**src/verilog/logic_cmp_pkg.sv**
```systemverilog
// constants and types for the logical-and and compare-branch execute unit
package logic_cmp_pkg;
    // opcodes and match masks
    localparam logic [7:0] OP_AND_REG = 8'h58;
    localparam logic [7:0] OP_AND_IND = 8'h56;
    localparam logic [7:0] OP_AND_IMM = 8'h54;
    localparam logic [7:0] OP_AND_DIR = 8'h55;
    localparam logic [7:0] OP_AND_DIRA = 8'h52;
    localparam logic [7:0] OP_AND_DIRI = 8'h53;
    localparam logic [7:0] OP_ANC_BIT = 8'h82;
    localparam logic [7:0] OP_ANC_NBIT = 8'hb0;
    localparam logic [7:0] OP_CJ_IMM = 8'hb4;
    localparam logic [7:0] OP_CJ_DIR = 8'hb5;
    localparam logic [7:0] OP_CJ_IND = 8'hb6;
    localparam logic [7:0] OP_CJ_REG = 8'hb8;
    localparam logic [7:0] MASK_REG = 8'hf8;
    localparam logic [7:0] MASK_IND = 8'hfe;
    // operand read spaces
    localparam logic [1:0] K_REG = 2'h0;
    localparam logic [1:0] K_DIR = 2'h1;
    localparam logic [1:0] K_IND = 2'h2;
    localparam logic [1:0] K_BIT = 2'h3;
    // lengths, cycle counts, branch step
    localparam logic [1:0] LEN_1 = 2'h1;
    localparam logic [1:0] LEN_2 = 2'h2;
    localparam logic [1:0] LEN_3 = 2'h3;
    localparam logic [1:0] CYC_1 = 2'h1;
    localparam logic [1:0] CYC_2 = 2'h2;
    localparam logic [15:0] BR_STEP = 16'h0003;
    // reset values
    localparam logic [7:0] RST_BYTE = 8'h00;
    localparam logic [15:0] RST_WORD = 16'h0000;
    typedef enum logic [1:0] {
        ST_IDLE = 2'b00,
        ST_PTR = 2'b01,
        ST_OPND = 2'b11,
        ST_FIN = 2'b10
    } state_type;
    typedef enum logic [3:0] {
        C_NONE, C_AND_REG, C_AND_DIR, C_AND_IND, C_AND_IMM, C_AND_DIRA, C_AND_DIRI,
        C_ANC_BIT, C_ANC_NBIT, C_CJ_DIR, C_CJ_IMM, C_CJ_IND, C_CJ_REG
    } op_class_type;
endpackage

```
**src/verilog/logic_cmp_exec.sv**
```systemverilog
// execute unit for byte and carry logical-and and compare-branch-not-equal
// Behaviour
// - and working register into accumulator, 1 byte
// - and direct byte into accumulator, 2 bytes
// - and indirect ram byte into accumulator
// - and immediate byte into accumulator, 2 bytes
// - and accumulator into direct byte, written back
// - and immediate mask into direct byte, 3 bytes
// - zero bit clears carry, else carry kept
// - inverted bit used, source bit untouched
// - carry and: direct bit only, carry only
// - next address plus 3, add offset if unequal
// - carry set when first below second; operands kept
// - exactly four compare operand pairings
// - register compare: three bytes, two cycles
// - accumulator immediate compare: three bytes, two cycles
// - byte and changes no status flag
// - read-modify-write reads port output latch
module logic_cmp_exec (
    input wire logic mclk,
    input wire logic rstn,
    input wire logic start,
    input wire logic [7:0] opcode,
    input wire logic [7:0] byte2,
    input wire logic [7:0] byte3,
    input wire logic [15:0] program_counter,
    input wire logic [7:0] accum_in,
    input wire logic carry_in,
    input wire logic [7:0] rd_data,
    output logic busy_r,
    output logic rd_req_r,
    output logic [1:0] rd_kind_r,
    output logic [7:0] rd_addr_r,
    output logic rd_latch_r,
    output logic done_r,
    output logic illegal_r,
    output logic [1:0] len_r,
    output logic [1:0] cyc_r,
    output logic accum_we_r,
    output logic [7:0] accum_wdata_r,
    output logic wr_req_r,
    output logic [7:0] wr_addr_r,
    output logic [7:0] wr_data_r,
    output logic carry_we_r,
    output logic carry_wdata_r,
    output logic pc_we_r,
    output logic [15:0] pc_wdata_r
);

////////////////////////////////////////////////////////////////////////////////
// opcode decode
function automatic logic_cmp_pkg::op_class_type decode(input logic [7:0] op);
    logic_cmp_pkg::op_class_type c;
    c = logic_cmp_pkg::C_NONE;
    if ((op & logic_cmp_pkg::MASK_REG) == logic_cmp_pkg::OP_AND_REG) begin
        c = logic_cmp_pkg::C_AND_REG;
    end else if ((op & logic_cmp_pkg::MASK_IND) == logic_cmp_pkg::OP_AND_IND) begin
        c = logic_cmp_pkg::C_AND_IND;
    end else if (op == logic_cmp_pkg::OP_AND_IMM) begin
        c = logic_cmp_pkg::C_AND_IMM;
    end else if (op == logic_cmp_pkg::OP_AND_DIR) begin
        c = logic_cmp_pkg::C_AND_DIR;
    end else if (op == logic_cmp_pkg::OP_AND_DIRA) begin
        c = logic_cmp_pkg::C_AND_DIRA;
    end else if (op == logic_cmp_pkg::OP_AND_DIRI) begin
        c = logic_cmp_pkg::C_AND_DIRI;
    end else if (op == logic_cmp_pkg::OP_ANC_BIT) begin
        c = logic_cmp_pkg::C_ANC_BIT;
    end else if (op == logic_cmp_pkg::OP_ANC_NBIT) begin
        c = logic_cmp_pkg::C_ANC_NBIT;
    end else if (op == logic_cmp_pkg::OP_CJ_DIR) begin
        c = logic_cmp_pkg::C_CJ_DIR;
    end else if (op == logic_cmp_pkg::OP_CJ_IMM) begin
        c = logic_cmp_pkg::C_CJ_IMM;
    end else if ((op & logic_cmp_pkg::MASK_IND) == logic_cmp_pkg::OP_CJ_IND) begin
        c = logic_cmp_pkg::C_CJ_IND;
    end else if ((op & logic_cmp_pkg::MASK_REG) == logic_cmp_pkg::OP_CJ_REG) begin
        c = logic_cmp_pkg::C_CJ_REG;
    end
    return c;
endfunction

////////////////////////////////////////////////////////////////////////////////
// state
logic_cmp_pkg::state_type state_r, state_nxt;
logic_cmp_pkg::op_class_type cls_r, cls_nxt, cls_in;
logic [7:0] op_r, op_nxt, b2_r, b2_nxt, b3_r, b3_nxt;
logic [15:0] pc_r, pc_nxt;
logic busy_nxt, rd_req_nxt, rd_latch_nxt, done_nxt, illegal_nxt;
logic [1:0] rd_kind_nxt, len_nxt, cyc_nxt;
logic [7:0] rd_addr_nxt;
logic accum_we_nxt, wr_req_nxt, carry_we_nxt, carry_wdata_nxt, pc_we_nxt;
logic [7:0] accum_wdata_nxt, wr_addr_nxt, wr_data_nxt;
logic [15:0] pc_wdata_nxt;
logic [7:0] cmp_a, cmp_b;
logic [15:0] seq_pc, br_pc;
logic is_cj;

assign cls_in = decode(opcode);
assign is_cj = (cls_r == logic_cmp_pkg::C_CJ_DIR) || (cls_r == logic_cmp_pkg::C_CJ_IMM) ||
               (cls_r == logic_cmp_pkg::C_CJ_IND) || (cls_r == logic_cmp_pkg::C_CJ_REG);
// compare operands; neither is written back
assign cmp_a = ((cls_r == logic_cmp_pkg::C_CJ_DIR) || (cls_r == logic_cmp_pkg::C_CJ_IMM)) ?
               accum_in : rd_data;
assign cmp_b = (cls_r == logic_cmp_pkg::C_CJ_DIR) ? rd_data : b2_r;
assign seq_pc = pc_r + logic_cmp_pkg::BR_STEP;
assign br_pc = seq_pc + {{8{b3_r[7]}}, b3_r};

////////////////////////////////////////////////////////////////////////////////
// next-state logic
always_comb begin
    state_nxt = state_r;
    cls_nxt = cls_r;
    op_nxt = op_r;
    b2_nxt = b2_r;
    b3_nxt = b3_r;
    pc_nxt = pc_r;
    busy_nxt = busy_r;
    rd_req_nxt = 1'b0;
    rd_kind_nxt = rd_kind_r;
    rd_addr_nxt = rd_addr_r;
    rd_latch_nxt = 1'b0;
    done_nxt = 1'b0;
    illegal_nxt = 1'b0;
    len_nxt = len_r;
    cyc_nxt = cyc_r;
    accum_we_nxt = 1'b0;
    accum_wdata_nxt = accum_wdata_r;
    wr_req_nxt = 1'b0;
    wr_addr_nxt = wr_addr_r;
    wr_data_nxt = wr_data_r;
    carry_we_nxt = 1'b0;
    carry_wdata_nxt = carry_wdata_r;
    pc_we_nxt = 1'b0;
    pc_wdata_nxt = pc_wdata_r;
    case (state_r)
        logic_cmp_pkg::ST_IDLE: begin
            if (start) begin
                cls_nxt = cls_in;
                op_nxt = opcode;
                b2_nxt = byte2;
                b3_nxt = byte3;
                pc_nxt = program_counter;
                busy_nxt = 1'b1;
                state_nxt = logic_cmp_pkg::ST_OPND;
                case (cls_in)
                    logic_cmp_pkg::C_AND_REG, logic_cmp_pkg::C_CJ_REG: begin
                        rd_req_nxt = 1'b1;
                        rd_kind_nxt = logic_cmp_pkg::K_REG;
                        rd_addr_nxt = {5'h00, opcode[2:0]};
                    end
                    logic_cmp_pkg::C_AND_IND, logic_cmp_pkg::C_CJ_IND: begin
                        // pointer register first, then the ram byte
                        rd_req_nxt = 1'b1;
                        rd_kind_nxt = logic_cmp_pkg::K_REG;
                        rd_addr_nxt = {7'h00, opcode[0]};
                        state_nxt = logic_cmp_pkg::ST_PTR;
                    end
                    logic_cmp_pkg::C_AND_DIR, logic_cmp_pkg::C_CJ_DIR: begin
                        rd_req_nxt = 1'b1;
                        rd_kind_nxt = logic_cmp_pkg::K_DIR;
                        rd_addr_nxt = byte2;
                    end
                    logic_cmp_pkg::C_AND_DIRA, logic_cmp_pkg::C_AND_DIRI: begin
                        rd_req_nxt = 1'b1;
                        rd_kind_nxt = logic_cmp_pkg::K_DIR;
                        rd_addr_nxt = byte2;
                        rd_latch_nxt = 1'b1;
                    end
                    logic_cmp_pkg::C_ANC_BIT, logic_cmp_pkg::C_ANC_NBIT: begin
                        rd_req_nxt = 1'b1;
                        rd_kind_nxt = logic_cmp_pkg::K_BIT;
                        rd_addr_nxt = byte2;
                    end
                    default: begin
                        rd_req_nxt = 1'b0;
                    end
                endcase
            end
        end
        logic_cmp_pkg::ST_PTR: begin
            rd_req_nxt = 1'b1;
            rd_kind_nxt = logic_cmp_pkg::K_IND;
            rd_addr_nxt = rd_data;
            state_nxt = logic_cmp_pkg::ST_OPND;
        end
        logic_cmp_pkg::ST_OPND: begin
            done_nxt = 1'b1;
            state_nxt = logic_cmp_pkg::ST_FIN;
            len_nxt = logic_cmp_pkg::LEN_1;
            cyc_nxt = logic_cmp_pkg::CYC_1;
            // byte and forms touch no status flag
            case (cls_r)
                logic_cmp_pkg::C_AND_REG, logic_cmp_pkg::C_AND_IND: begin
                    accum_we_nxt = 1'b1;
                    accum_wdata_nxt = accum_in & rd_data;
                end
                logic_cmp_pkg::C_AND_DIR: begin
                    len_nxt = logic_cmp_pkg::LEN_2;
                    accum_we_nxt = 1'b1;
                    accum_wdata_nxt = accum_in & rd_data;
                end
                logic_cmp_pkg::C_AND_IMM: begin
                    len_nxt = logic_cmp_pkg::LEN_2;
                    accum_we_nxt = 1'b1;
                    accum_wdata_nxt = accum_in & b2_r;
                end
                logic_cmp_pkg::C_AND_DIRA: begin
                    len_nxt = logic_cmp_pkg::LEN_2;
                    wr_req_nxt = 1'b1;
                    wr_addr_nxt = b2_r;
                    wr_data_nxt = rd_data & accum_in;
                end
                logic_cmp_pkg::C_AND_DIRI: begin
                    len_nxt = logic_cmp_pkg::LEN_3;
                    cyc_nxt = logic_cmp_pkg::CYC_2;
                    wr_req_nxt = 1'b1;
                    wr_addr_nxt = b2_r;
                    wr_data_nxt = rd_data & b3_r;
                end
                logic_cmp_pkg::C_ANC_BIT, logic_cmp_pkg::C_ANC_NBIT: begin
                    len_nxt = logic_cmp_pkg::LEN_2;
                    cyc_nxt = logic_cmp_pkg::CYC_2;
                    // a zero bit (a one bit for the inverted form) clears carry; the bit is never written
                    carry_we_nxt = (cls_r == logic_cmp_pkg::C_ANC_NBIT) ?
                                   rd_data[0] : ~rd_data[0];
                    carry_wdata_nxt = 1'b0;
                end
                logic_cmp_pkg::C_CJ_DIR, logic_cmp_pkg::C_CJ_IMM,
                logic_cmp_pkg::C_CJ_IND, logic_cmp_pkg::C_CJ_REG: begin
                    len_nxt = logic_cmp_pkg::LEN_3;
                    cyc_nxt = logic_cmp_pkg::CYC_2;
                    carry_we_nxt = 1'b1;
                    carry_wdata_nxt = cmp_a < cmp_b;
                    pc_we_nxt = 1'b1;
                    pc_wdata_nxt = (cmp_a != cmp_b) ? br_pc : seq_pc;
                end
                default: begin
                    illegal_nxt = 1'b1;
                end
            endcase
        end
        logic_cmp_pkg::ST_FIN: begin
            busy_nxt = 1'b0;
            state_nxt = logic_cmp_pkg::ST_IDLE;
        end
        default: begin
            state_nxt = logic_cmp_pkg::ST_IDLE;
        end
    endcase
end

////////////////////////////////////////////////////////////////////////////////
// registers
always_ff @(posedge mclk or negedge rstn) begin
    if (!rstn) begin
        state_r <= logic_cmp_pkg::ST_IDLE;
        cls_r <= logic_cmp_pkg::C_NONE;
        op_r <= logic_cmp_pkg::RST_BYTE;
        b2_r <= logic_cmp_pkg::RST_BYTE;
        b3_r <= logic_cmp_pkg::RST_BYTE;
        pc_r <= logic_cmp_pkg::RST_WORD;
        busy_r <= 1'b0;
        rd_req_r <= 1'b0;
        rd_kind_r <= logic_cmp_pkg::K_REG;
        rd_addr_r <= logic_cmp_pkg::RST_BYTE;
        rd_latch_r <= 1'b0;
        done_r <= 1'b0;
        illegal_r <= 1'b0;
        len_r <= logic_cmp_pkg::LEN_1;
        cyc_r <= logic_cmp_pkg::CYC_1;
        accum_we_r <= 1'b0;
        accum_wdata_r <= logic_cmp_pkg::RST_BYTE;
        wr_req_r <= 1'b0;
        wr_addr_r <= logic_cmp_pkg::RST_BYTE;
        wr_data_r <= logic_cmp_pkg::RST_BYTE;
        carry_we_r <= 1'b0;
        carry_wdata_r <= 1'b0;
        pc_we_r <= 1'b0;
        pc_wdata_r <= logic_cmp_pkg::RST_WORD;
    end else begin
        state_r <= state_nxt;
        cls_r <= cls_nxt;
        op_r <= op_nxt;
        b2_r <= b2_nxt;
        b3_r <= b3_nxt;
        pc_r <= pc_nxt;
        busy_r <= busy_nxt;
        rd_req_r <= rd_req_nxt;
        rd_kind_r <= rd_kind_nxt;
        rd_addr_r <= rd_addr_nxt;
        rd_latch_r <= rd_latch_nxt;
        done_r <= done_nxt;
        illegal_r <= illegal_nxt;
        len_r <= len_nxt;
        cyc_r <= cyc_nxt;
        accum_we_r <= accum_we_nxt;
        accum_wdata_r <= accum_wdata_nxt;
        wr_req_r <= wr_req_nxt;
        wr_addr_r <= wr_addr_nxt;
        wr_data_r <= wr_data_nxt;
        carry_we_r <= carry_we_nxt;
        carry_wdata_r <= carry_wdata_nxt;
        pc_we_r <= pc_we_nxt;
        pc_wdata_r <= pc_wdata_nxt;
    end
end

////////////////////////////////////////////////////////////////////////////////
// checks
and_reg_a: assert property (@(posedge mclk) disable iff (!rstn)
    (state_r == logic_cmp_pkg::ST_OPND && cls_r == logic_cmp_pkg::C_AND_REG) |=>
    (accum_we_r && accum_wdata_r == ($past(accum_in) & $past(rd_data)) && len_r == 2'h1))
    else $error("register and result wrong");
and_dir_rd_a: assert property (@(posedge mclk) disable iff (!rstn)
    (state_r == logic_cmp_pkg::ST_OPND && cls_r == logic_cmp_pkg::C_AND_DIR) |->
    (rd_req_r && rd_kind_r == logic_cmp_pkg::K_DIR && rd_addr_r == b2_r))
    else $error("direct operand read wrong");
ind_ptr_a: assert property (@(posedge mclk) disable iff (!rstn)
    (state_r == logic_cmp_pkg::ST_PTR) |=>
    (rd_req_r && rd_kind_r == logic_cmp_pkg::K_IND && rd_addr_r == $past(rd_data)))
    else $error("indirect address not from pointer");
and_imm_a: assert property (@(posedge mclk) disable iff (!rstn)
    (state_r == logic_cmp_pkg::ST_OPND && cls_r == logic_cmp_pkg::C_AND_IMM) |=>
    (accum_wdata_r == ($past(accum_in) & $past(b2_r)) && !wr_req_r && len_r == 2'h2))
    else $error("immediate and result wrong");
and_into_dir_a: assert property (@(posedge mclk) disable iff (!rstn)
    (state_r == logic_cmp_pkg::ST_OPND && cls_r == logic_cmp_pkg::C_AND_DIRA) |->
    rd_latch_r ##1 (wr_req_r && wr_addr_r == $past(b2_r) && !accum_we_r))
    else $error("and into direct byte wrong");
mask_len_a: assert property (@(posedge mclk) disable iff (!rstn)
    (done_r && cls_r == logic_cmp_pkg::C_AND_DIRI) |-> (len_r == 2'h3 && cyc_r == 2'h2))
    else $error("mask form length wrong");
carry_keep_a: assert property (@(posedge mclk) disable iff (!rstn)
    (state_r == logic_cmp_pkg::ST_OPND && cls_r == logic_cmp_pkg::C_ANC_BIT && rd_data[0])
    |=> !carry_we_r)
    else $error("carry changed by one bit");
carry_inv_a: assert property (@(posedge mclk) disable iff (!rstn)
    (state_r == logic_cmp_pkg::ST_OPND && cls_r == logic_cmp_pkg::C_ANC_NBIT && rd_data[0])
    |=> (carry_we_r && !carry_wdata_r && !wr_req_r))
    else $error("inverted bit and wrong");
no_flag_a: assert property (@(posedge mclk) disable iff (!rstn)
    (done_r && !is_cj && cls_r != logic_cmp_pkg::C_ANC_BIT &&
    cls_r != logic_cmp_pkg::C_ANC_NBIT) |-> (!carry_we_r && !pc_we_r))
    else $error("byte and touched a flag");
cj_target_a: assert property (@(posedge mclk) disable iff (!rstn)
    (done_r && is_cj) |-> (pc_we_r && (pc_wdata_r == pc_r + 16'h0003 ||
    pc_wdata_r == pc_r + 16'h0003 + {{8{b3_r[7]}}, b3_r})))
    else $error("branch target wrong");
cj_carry_a: assert property (@(posedge mclk) disable iff (!rstn)
    (state_r == logic_cmp_pkg::ST_OPND && is_cj) |=>
    (carry_we_r && carry_wdata_r == ($past(cmp_a) < $past(cmp_b)) && !wr_req_r && !accum_we_r))
    else $error("compare carry wrong");

endmodule

```
**config.mk**
```make
export PLATFORM = sky130hd
export DESIGN_NAME = logic_cmp_exec
export DESIGN_NICKNAME = d
export VERILOG_FILES = /design/src/verilog/logic_cmp_pkg.sv /design/src/verilog/logic_cmp_exec.sv
export SDC_FILE = /design/constraint.sdc
export NUM_CORES = 1
export LEC_CHECK = 0
export BUFFER_PORTS_ARGS = -buffer_cell sky130_fd_sc_hd__buf_2
export CAP_MARGIN = 20
export CORE_ASPECT_RATIO = 0.9
export CORE_MARGIN = 4
export CORE_UTILIZATION = 54
export CTS_CLUSTER_DIAMETER = 30
export CTS_CLUSTER_SIZE = 28
export DETAILED_ROUTE_END_ITERATION = 12
export PLACE_DENSITY_LB_ADDON = 0.15
export SLEW_MARGIN = 20
export SYNTH_ARGS = -nofsm -noshare
export SYNTH_HDL_FRONTEND = slang
export SYNTH_SLANG_ARGS = --single-unit
```
**constraint.sdc**
```tcl
create_clock -name mclk -period 4.1 [get_ports mclk]
set_input_delay 0.205 -clock mclk [delete_from_list [all_inputs] [get_ports mclk]]
set_output_delay 0.205 -clock mclk [all_outputs]
set_load 0.02 [all_outputs]
```
==> results.cfg, run 1 <==
[die]
row_count = 35
die_h_um = 107
start_util = 0.564
die-area_um2 = 12600
fp.dieW_um = 118
core_area_um2 = 10400
num_io_pins = 124

[clocking]
clock_path_buffers = 2
cts.sinks = 102
post_cts_resized = 0
cts-htree-levels = 3
root_buffer = clkbuf_16
insertion_delay_ps = 340
numCtsBuffers = 9
clkSlewWorstSetupHoldPaths_ps = 70
postCtsSetupRepairBufs = 0
postCtsHoldBufs = 0
cts_tree = done

[synth]
ys_seq_area_frac = 0.434
synth-edff-count = 0
ys.flop_type = dfrtp_1
ys_ff_latch = 102
netlist_area_um2 = 5880
synthCells = 613
post_synth_mux_area_share = 0.123
yosys.area_share.simple = 0.175
yosys.area_share.adder = 0.0544
yosysTopAreaCell = dfrtp_1
synth_compound_area_frac = 0.140
synth_area_leaders = dfrtp_1, mux2_2, nand2_1, ha_1, o21ai_0
synth_top_area_frac = 0.425
synth_fp_nets = 698
synth.avg_cell_area_um2 = 9.60
synth_top_family_by_area = simple AND/OR/NAND/NOR gates
synth_xor_area_frac = 0.0476
yosysUniqueCellTypes = 62
ys_warn_count = 0
synthArstFlopShare = 1.00

[drt]
met3WireLength_um = 1170
vias = 4982
drc = 0
wl_um = 14900
maxUsedRoutingLayer = met4
wl_per_cell_um = 17.4
ant_nets = 0
met2_length_um = 6300
drtIter0Drc = 308
viasPerCell = 5.80
met1Wirelength_um = 7300
dr.pass1.iters = 5

[timing]
setup_viol = 0
tightest_slew_ps = 970
hold_viol = 9
fin_crit_ps = 3290
fin_tns_setup_ps = 0
period_share = 0.803
grt_setup_unrepaired = false
fmax_ghz = 0.304
whs_ps = -10.9
maxSlewViolCount = 0
maxSlewHeadroom = 0.351
clock_skew_ps = 5.97

[power_and_ir_drop]
ir_drop_v = 0.000439
powerDensity_nw_per_um2 = 900
leakage_nw = 3.26

[placement]
portBuffers = 122
hpwl_um = 11500
postPlaceCellArea_um2 = 6590
gp_congestion = 0.916

[flow_run]
drv_cap = 0

[worst_setup_path]
endpoint_kind = flip-flop
crit_start = cls_r[3]
worstPathRequired_ps = 4280
worst-path-max-fanout = 25
critical_path_class = reg -> reg
setup.worst_path.start_class = flip-flop
arrival_ps = 3470
reg2reg_from = cls_r[3]

[final_layout]
fin_area_um2 = 6920
layout-drive-gt1-share = 0.282
mostFrequentLayoutCell = buf_2
syn_to_final_growth_pct = 17.7
multiInputGateArea_um2 = 3180
fillerInstances = 845
postLayoutCoreUtil = 0.664
num_antenna_cells = 0
final_nets = 810
register_area_um2 = 2550
final_cell_mix = buf_2, dfrtp_1, nand2_1

[global_routing]
grt_antenna_before_repair = 0
grt_overflow = 0
grt_pass1_wl_um = 24400
first_global_vias = 4719
grt.total_usage = 0.242
grt_max_degree = 76

[min_path]
worstHoldPathType = in -> async

[outcome]
violations = hold timing
status = finished with violations
-- critical path, stage by stage (launching register included) --
cell and delay [ps]:
dfrtp_1 550, nand2b_1 170, nor2_1 660, mux2_2 410, ha_1 310, nand4_1 150
nor2_1 140, buf_4 260, nor2_1 80, a21oi_1 260, o21ai_0 130
-- routing by layer --
layer,track usage,vias up
met2,0.362,193
met1,0.361,2386
met3,0.0522,11
met4,0.0577,0
li1,-,2392
met5,0,-
-- cells in the mapped netlist (5+ instances only) --
master,n
inv_1,12
ha_1,24
nand2_1,91
a21oi_1,35
clkbuf_1,18
o211ai_1,5
nor2b_1,6
xnor2_1,17
nor3_1,13
nand2b_1,6
mux2_2,48
mux2i_1,18
dfrtp_1,100
a221oi_1,8
a21o_1,5
nand4_1,5
o21ai_0,49
nand3_1,7
xor2_1,15
nor2_1,56
-- registers in the layout (all words and copies together) (netlist names) --
signal	cells
wr_data_r	8
rd_req_r	1
len_r	2
busy_r	1
carry_we_r	1
rd_addr_r	8
done_r	1
illegal_r	1
pc_r	16
carry_wdata_r	1
state_r	2
accum_we_r	1
cls_r	4
cyc_r	2
wr_req_r	1
rd_kind_r	2
b3_r	8
pc_we_r	1
rd_latch_r	1
pc_wdata_r	16
accum_wdata_r	8
b2_r	8
wr_addr_r	8
-- path summary, 6_finish.rpt --
path	depth (start not counted)	slack [ps]	endpoint
max reg2reg	10	810	pc_wdata_r[6]
min in group mclk	3	80	pc_r[14]
min	1	-10	carry_we_r
max in group asynchronous	2	3210	accum_wdata_r[3]
max	10	810	pc_wdata_r[6]
min reg2reg	2	460	len_r[0]
-- through the flow --
| step | power (W) | hold slack [ps] | setup slack, ps | instances |
|---|---|---|---|---|
| final | 0.00623 | -10.9 | 809 | 859 |
| after global routing | 0.00674 | 67.1 | 607 | 859 |
| after CTS | 0.00621 | 34.8 | 817 | 859 |
| after detailed placement | 0.00526 | 397 | 842 | 843 |
| after global placement | 0.00511 | 389 | 976 | 843 |
| after floorplan | 0.00430 | -90.6 | 1160 | 613 |
-- logic make-up (layout without fill, tap and decap cells) --
group	count (synthesis)	count (layout)
XOR/XNOR	32	32
flip-flops	102	102
adder cells (fa/ha/maj)	25	25
AO/OA/AOI/OAI	133	133
buffers and inverters	39	156
multiplexers	66	66
AND/OR/NAND/NOR	216	216
-- final cells by class --
type | instances | area share
Multi-Input combinational cell | 472 | 0.459
Sequential cell | 102 | 0.369
Clock buffer | 10 | 0.0345
Clock inverter | 6 | 0.0132
Inverter | 13 | 0.00705
Tap cell | 129 | 0.0233
Timing Repair Buffer | 127 | 0.0940
-- power breakdown --
group | internal, W | switching [W] | total (W) | leakage [nW]
logic | 0.00142 | 0.00200 | 0.00342 | 1.87
registers | 0.00146 | 0.000413 | 0.00187 | 1.22
clock network | 0.000557 | 0.000383 | 0.000940 | 0.164
total | 0.00344 | 0.00279 | 0.00623 | 3.26
No activity file was read; power rests on OpenSTA's default activity.
==> run 2: changes to the inputs <==
--- a/config.mk
+++ b/config.mk
@@ -9,7 +9,7 @@
 export CAP_MARGIN = 20
 export CORE_ASPECT_RATIO = 0.9
 export CORE_MARGIN = 4
-export CORE_UTILIZATION = 54
+export CORE_UTILIZATION = 50
 export CTS_CLUSTER_DIAMETER = 30
 export CTS_CLUSTER_SIZE = 28
 export DETAILED_ROUTE_END_ITERATION = 12
==> constraint.sdc (replaced) <==
create_clock -name mclk -period 2.8 [get_ports mclk]
set_input_delay 0.14 -clock mclk [delete_from_list [all_inputs] [get_ports mclk]]
set_output_delay 0.14 -clock mclk [all_outputs]
set_load 0.02 [all_outputs]
==> results.cfg, run 2 (synthesis gave the netlist of run 1 again) <==
[final_layout]
fin_area_um2 = 7490
layout-drive-gt1-share = 0.353
mostFrequentLayoutCell = buf_2
final_cell_mix = buf_2, dfrtp_1, nand2_1
num_antenna_cells = 0
final_nets = 860
top_regs = pc_r: 16 flops, pc_wdata_r: 16 flops
syn_to_final_growth_pct = 27.3
postLayoutCoreUtil = 0.652
fillerInstances = 989

[drt]
drtIter0Drc = 272
wl_per_cell_um = 17.2
dr.pass1.iters = 4
vias = 5141
ant_nets = 0
drc = 0
wl_um = 16100
viasPerCell = 5.49

[worst_setup_path]
endpoint_kind = flip-flop
setup.worst_path.start_class = flip-flop
path_buf_inv = 0
worstPathRequired_ps = 3070
arrival_ps = 3140
r2r_slack_ps = -70
max_stage_delay_ps = 380
worst-path-max-fanout = 3
cp_top_family = compound AO/OA/AOI/OAI gates
cpMostUsedCell = a21o_1
path_cells = and3_4 -> nand2_4 -> nor2_4 -> xor2_2 -> ha_1 -> a21o_1 -> a2111o_1 -> a21o_1 -> nand4_1 -> a31oi_2 -> xor2_1 -> and3_1 -> o31ai_1
cpMaxStageDelayCell = dfrtp_1
critical_path_class = reg -> reg

[global_routing]
grt_overflow = 0
grt.total_usage = 0.247
first_global_vias = 5114
grt_pass1_wl_um = 26400
grt_antenna_before_repair = 0
grt_max_degree = 60

[clocking]
cts-htree-levels = 3
insertion_delay_ps = 370
cts.sinks = 102
clock_path_buffers = 2
cts_tree = done
root_buffer = clkbuf_16
clkSlewWorstSetupHoldPaths_ps = 80
numCtsBuffers = 9

[timing]
hold_viol = 0
tightest_slew_ps = 670
grt_setup_unrepaired = true
period_share = 1.03
fmax_ghz = 0.348
maxSlewViolCount = 0
whs_ps = 8.64
setup_viol = 1
fin_tns_setup_ps = -72.7
clock_skew_ps = 13.5
setup_slack_ps = -72.7
fin_crit_ps = 2870
maxSlewHeadroom = 0.552

[power_and_ir_drop]
p_sw_frac = 0.451
power_frac_comb = 0.606
seqPwrFrac = 0.271
ir_drop_v = 0.000655
pwr-share-clk = 0.124
p_int_w = 0.00542
leakage_nw = 3.51
powerDensity_nw_per_um2 = 1320
p_switching_w = 0.00444

[die]
start_util = 0.512
fp.dieW_um = 122
core_area_um2 = 11500
die-area_um2 = 13600
die_h_um = 111
row_count = 37
num_io_pins = 124

[placement]
postPlaceCellArea_um2 = 6890
portBuffers = 122
hpwl_um = 12100
dpl_worst_slack_ps = -61.4
gp_congestion = 0.920

[outcome]
status = finished with violations
violations = setup timing

[min_path]
worstHoldPathType = in -> reg

[flow_run]
drv_cap = 0
[run 2: cell types whose count changed in the layout (fill, tap and decap cells not counted), sizes merged]
cell and change:
buf +41, dlygate4sd3 +9, bufinv -2, clkinvlp +1
clkinv +2, clkbuf -1
[run 2: final cells by class]
class                           instances  area [um2]  area share
Clock buffer                            9         225      0.0301
Timing Repair Buffer                  177        1090       0.145
Inverter                               13        48.8     0.00651
Multi-Input combinational cell        472        3320       0.444
Tap cell                              156         195      0.0261
Sequential cell                       102        2550       0.341
Clock inverter                          7        56.3     0.00752
[run 2: worst min-delay path, stage by stage]
cell	delay, ps
buf_2	80
nand2_1	40
o21ai_0	70
[run 2: power by group through the flow]
stage               clock (W)  sequential [W]  combinational (W)
detailed placement          0         0.00267            0.00545
CTS                   0.00124         0.00265            0.00552
finish                0.00122         0.00267            0.00597
floorplan                   0         0.00303            0.00333
global route          0.00131         0.00275            0.00660
global placement            0         0.00263            0.00527
[run 2: what timing repair did]
action	4_1_cts	5_1_grt
hold endpoints to repair	51	0
pin swaps	2	19
endpoints found under the setup margin	1	15
buffers inserted	1	12
hold buffers	9	0
resized for setup	5	29
[run 2: routing by layer]
metal,vias up,share of wire,track usage
met5,-,0,0
met4,0,0.012,0.0545
met3,15,0.068,0.0587
met2,167,0.43,0.355
met1,2459,0.49,0.378
li1,2500,-,-
[run 2: final timing paths]
| check | from | endpoint | depth (start not counted) |
|---|---|---|---|
| max in group asynchronous | rstn | cyc_r[0] | 3 |
| worst min register to register | len_r[0] | len_r[0] | 2 |
| worst min-delay path | program_counter[0] | pc_r[0] | 3 |
| worst max register to register | pc_r[4] | pc_wdata_r[15] | 13 |
| min in group asynchronous | rstn | illegal_r | 2 |
| worst max-delay path | pc_r[4] | pc_wdata_r[15] | 13 |
[run 2: metrics by stage]
step                std cells  total power [W]
finish                    936          0.00986
global route              936           0.0107
CTS                       924          0.00942
detailed placement        898          0.00812
global placement          898          0.00790
floorplan                 613          0.00636
==> run 3: changes to the inputs <==
--- a/config.mk
+++ b/config.mk
@@ -13,6 +13,7 @@
 export CTS_CLUSTER_DIAMETER = 30
 export CTS_CLUSTER_SIZE = 28
 export DETAILED_ROUTE_END_ITERATION = 12
+export GPL_TIMING_DRIVEN = 0
 export PLACE_DENSITY_LB_ADDON = 0.15
 export SLEW_MARGIN = 20
 export SYNTH_ARGS = -nofsm -noshare
==> results.cfg, run 3 (synthesis gave the netlist of run 1 again) <==
[placement]
gp_congestion = 0.882
dpl_worst_slack_ps = -843
portBuffers = 119
hpwl_um = 12400

[global_routing]
grt_max_degree = 62
first_global_vias = 5331
grt_overflow = 0
grt_antenna_before_repair = 0
grt_pass1_wl_um = 27200
grt.total_usage = 0.256

[outcome]
violations = setup timing
status = finished with violations

[clocking]
insertion_delay_ps = 350
clkSlewWorstSetupHoldPaths_ps = 70
clock_path_buffers = 2
cts.sinks = 102
numCtsBuffers = 9
cts-htree-levels = 3
cts_tree = done
root_buffer = clkbuf_16

[timing]
maxSlewViolCount = 0
fin_crit_ps = 2920
hold_viol = 0
grt_setup_unrepaired = true
fmax_ghz = 0.343
maxSlewHeadroom = 0.353
clock_skew_ps = 9.03
setup_viol = 4
setup_slack_ps = -116
period_share = 1.04
tightest_slew_ps = 966

[final_layout]
syn_to_final_growth_pct = 30.6
mostFrequentLayoutCell = buf_2
fillerInstances = 957
final_cell_mix = buf_2, dfrtp_1, nand2_1
top_regs = pc_r: 16 flops, pc_wdata_r: 16 flops
final_nets = 870
num_antenna_cells = 0
layout-drive-gt1-share = 0.367

[worst_setup_path]
worst-path-max-fanout = 3
critical_path_class = reg -> reg
endpoint_kind = flip-flop
setup.worst_path.start_class = flip-flop
arrival_ps = 3180
worstPathRequired_ps = 3070

[drt]
drtIter0Drc = 300
wl_um = 17200
dr.pass1.iters = 4
ant_nets = 0
drc = 0
wl_per_cell_um = 18.2
vias = 5337
viasPerCell = 5.64

[die]
die_h_um = 111
core_area_um2 = 11500
num_io_pins = 124
fp.dieW_um = 122
die-area_um2 = 13600
start_util = 0.512
row_count = 37

[power_and_ir_drop]
ir_drop_v = 0.000672
powerDensity_nw_per_um2 = 1370
leakage_nw = 3.57
power.total_w = 0.0105

[min_path]
worstHoldPathType = in -> reg

[flow_run]
drv_cap = 0
run 3: cell count changes in the layout (fill, tap and decap cells not counted), sizes merged:
cell	change
buf	+2
bufinv	+3
clkinv	-2
clkinvlp	-1
inv	-2
clkbuf	+14
dlygate4sd3	-4
run 3: cell type report:
class | instances | area, um2 | area share
well taps | 156 | 195 | 0.0254
multi-input cells | 472 | 3420 | 0.445
clock buffers | 11 | 253 | 0.0329
flip-flops and latches | 102 | 2560 | 0.333
repair buffers | 165 | 992 | 0.129
inverters | 13 | 51.3 | 0.00667
plain buffers | 22 | 114 | 0.0148
clock inverters | 5 | 104 | 0.0135
run 3: power by group:
| group | total (W) | switching (W) | internal, W |
|---|---|---|---|
| combinational | 0.00629 | 0.00353 | 0.00276 |
| sequential | 0.00273 | 0.000593 | 0.00214 |
| clock | 0.00148 | 0.000559 | 0.000924 |
run 3: worst max-delay path: stages, from the launching register on:
cell,delay [ps]
dfrtp_2,450
buf_4,170
o21ai_1,160
xnor2_1,160
ha_1,390
o21ai_1,130
o21ai_1,260
a21o_1,190
nand4_1,130
a31oi_1,260
xor2_1,210
a21oi_1,100
o31ai_1,220
run 3: through the flow:
step                      instances  TNS [ps]  area, um2  hold WS [ps]   util
final                           946      -255       7690          11.8  0.669
after global placement          888     -9500       6710           356  0.584
after floorplan                 613     -7.56       5920          -156      -
after CTS                       936     -23.1       7490       0.00444  0.652
after global routing            946      -942       7690          6.63  0.669
after detailed placement        889    -11070       6740          80.9  0.587
run 3: path summary, 6_finish.rpt:
check                      slack [ps]  startpoint        endpoint  depth (start not counted)
max reg2reg                      -120     pc_r[0]  pc_wdata_r[15]                         12
max                              -120     pc_r[0]  pc_wdata_r[15]                         12
max in group asynchronous        1900        rstn         pc_r[2]                          3
min reg2reg                       460    len_r[0]        len_r[0]                          2
min in group asynchronous         270        rstn       illegal_r                          2
min                                10    byte3[7]         b3_r[7]                          2
run 3: routing by layer:
metal	wire, um	vias to the layer above	GRT usage
met5	0	-	0
met4	317	0	0.0687
met3	1470	26	0.0684
met2	7650	220	0.384
met1	7730	2579	0.367
li1	-	2512	-
run 3: timing repair:
action | 4_1_cts | 5_1_grt
setup buffers | 30 | 10
hold buffers | 4 | 1
pin swaps | 17 | 18
setup endpoints to repair | 17 | 16
endpoints found under the hold margin | 44 | 1
gates resized for setup | 40 | 28
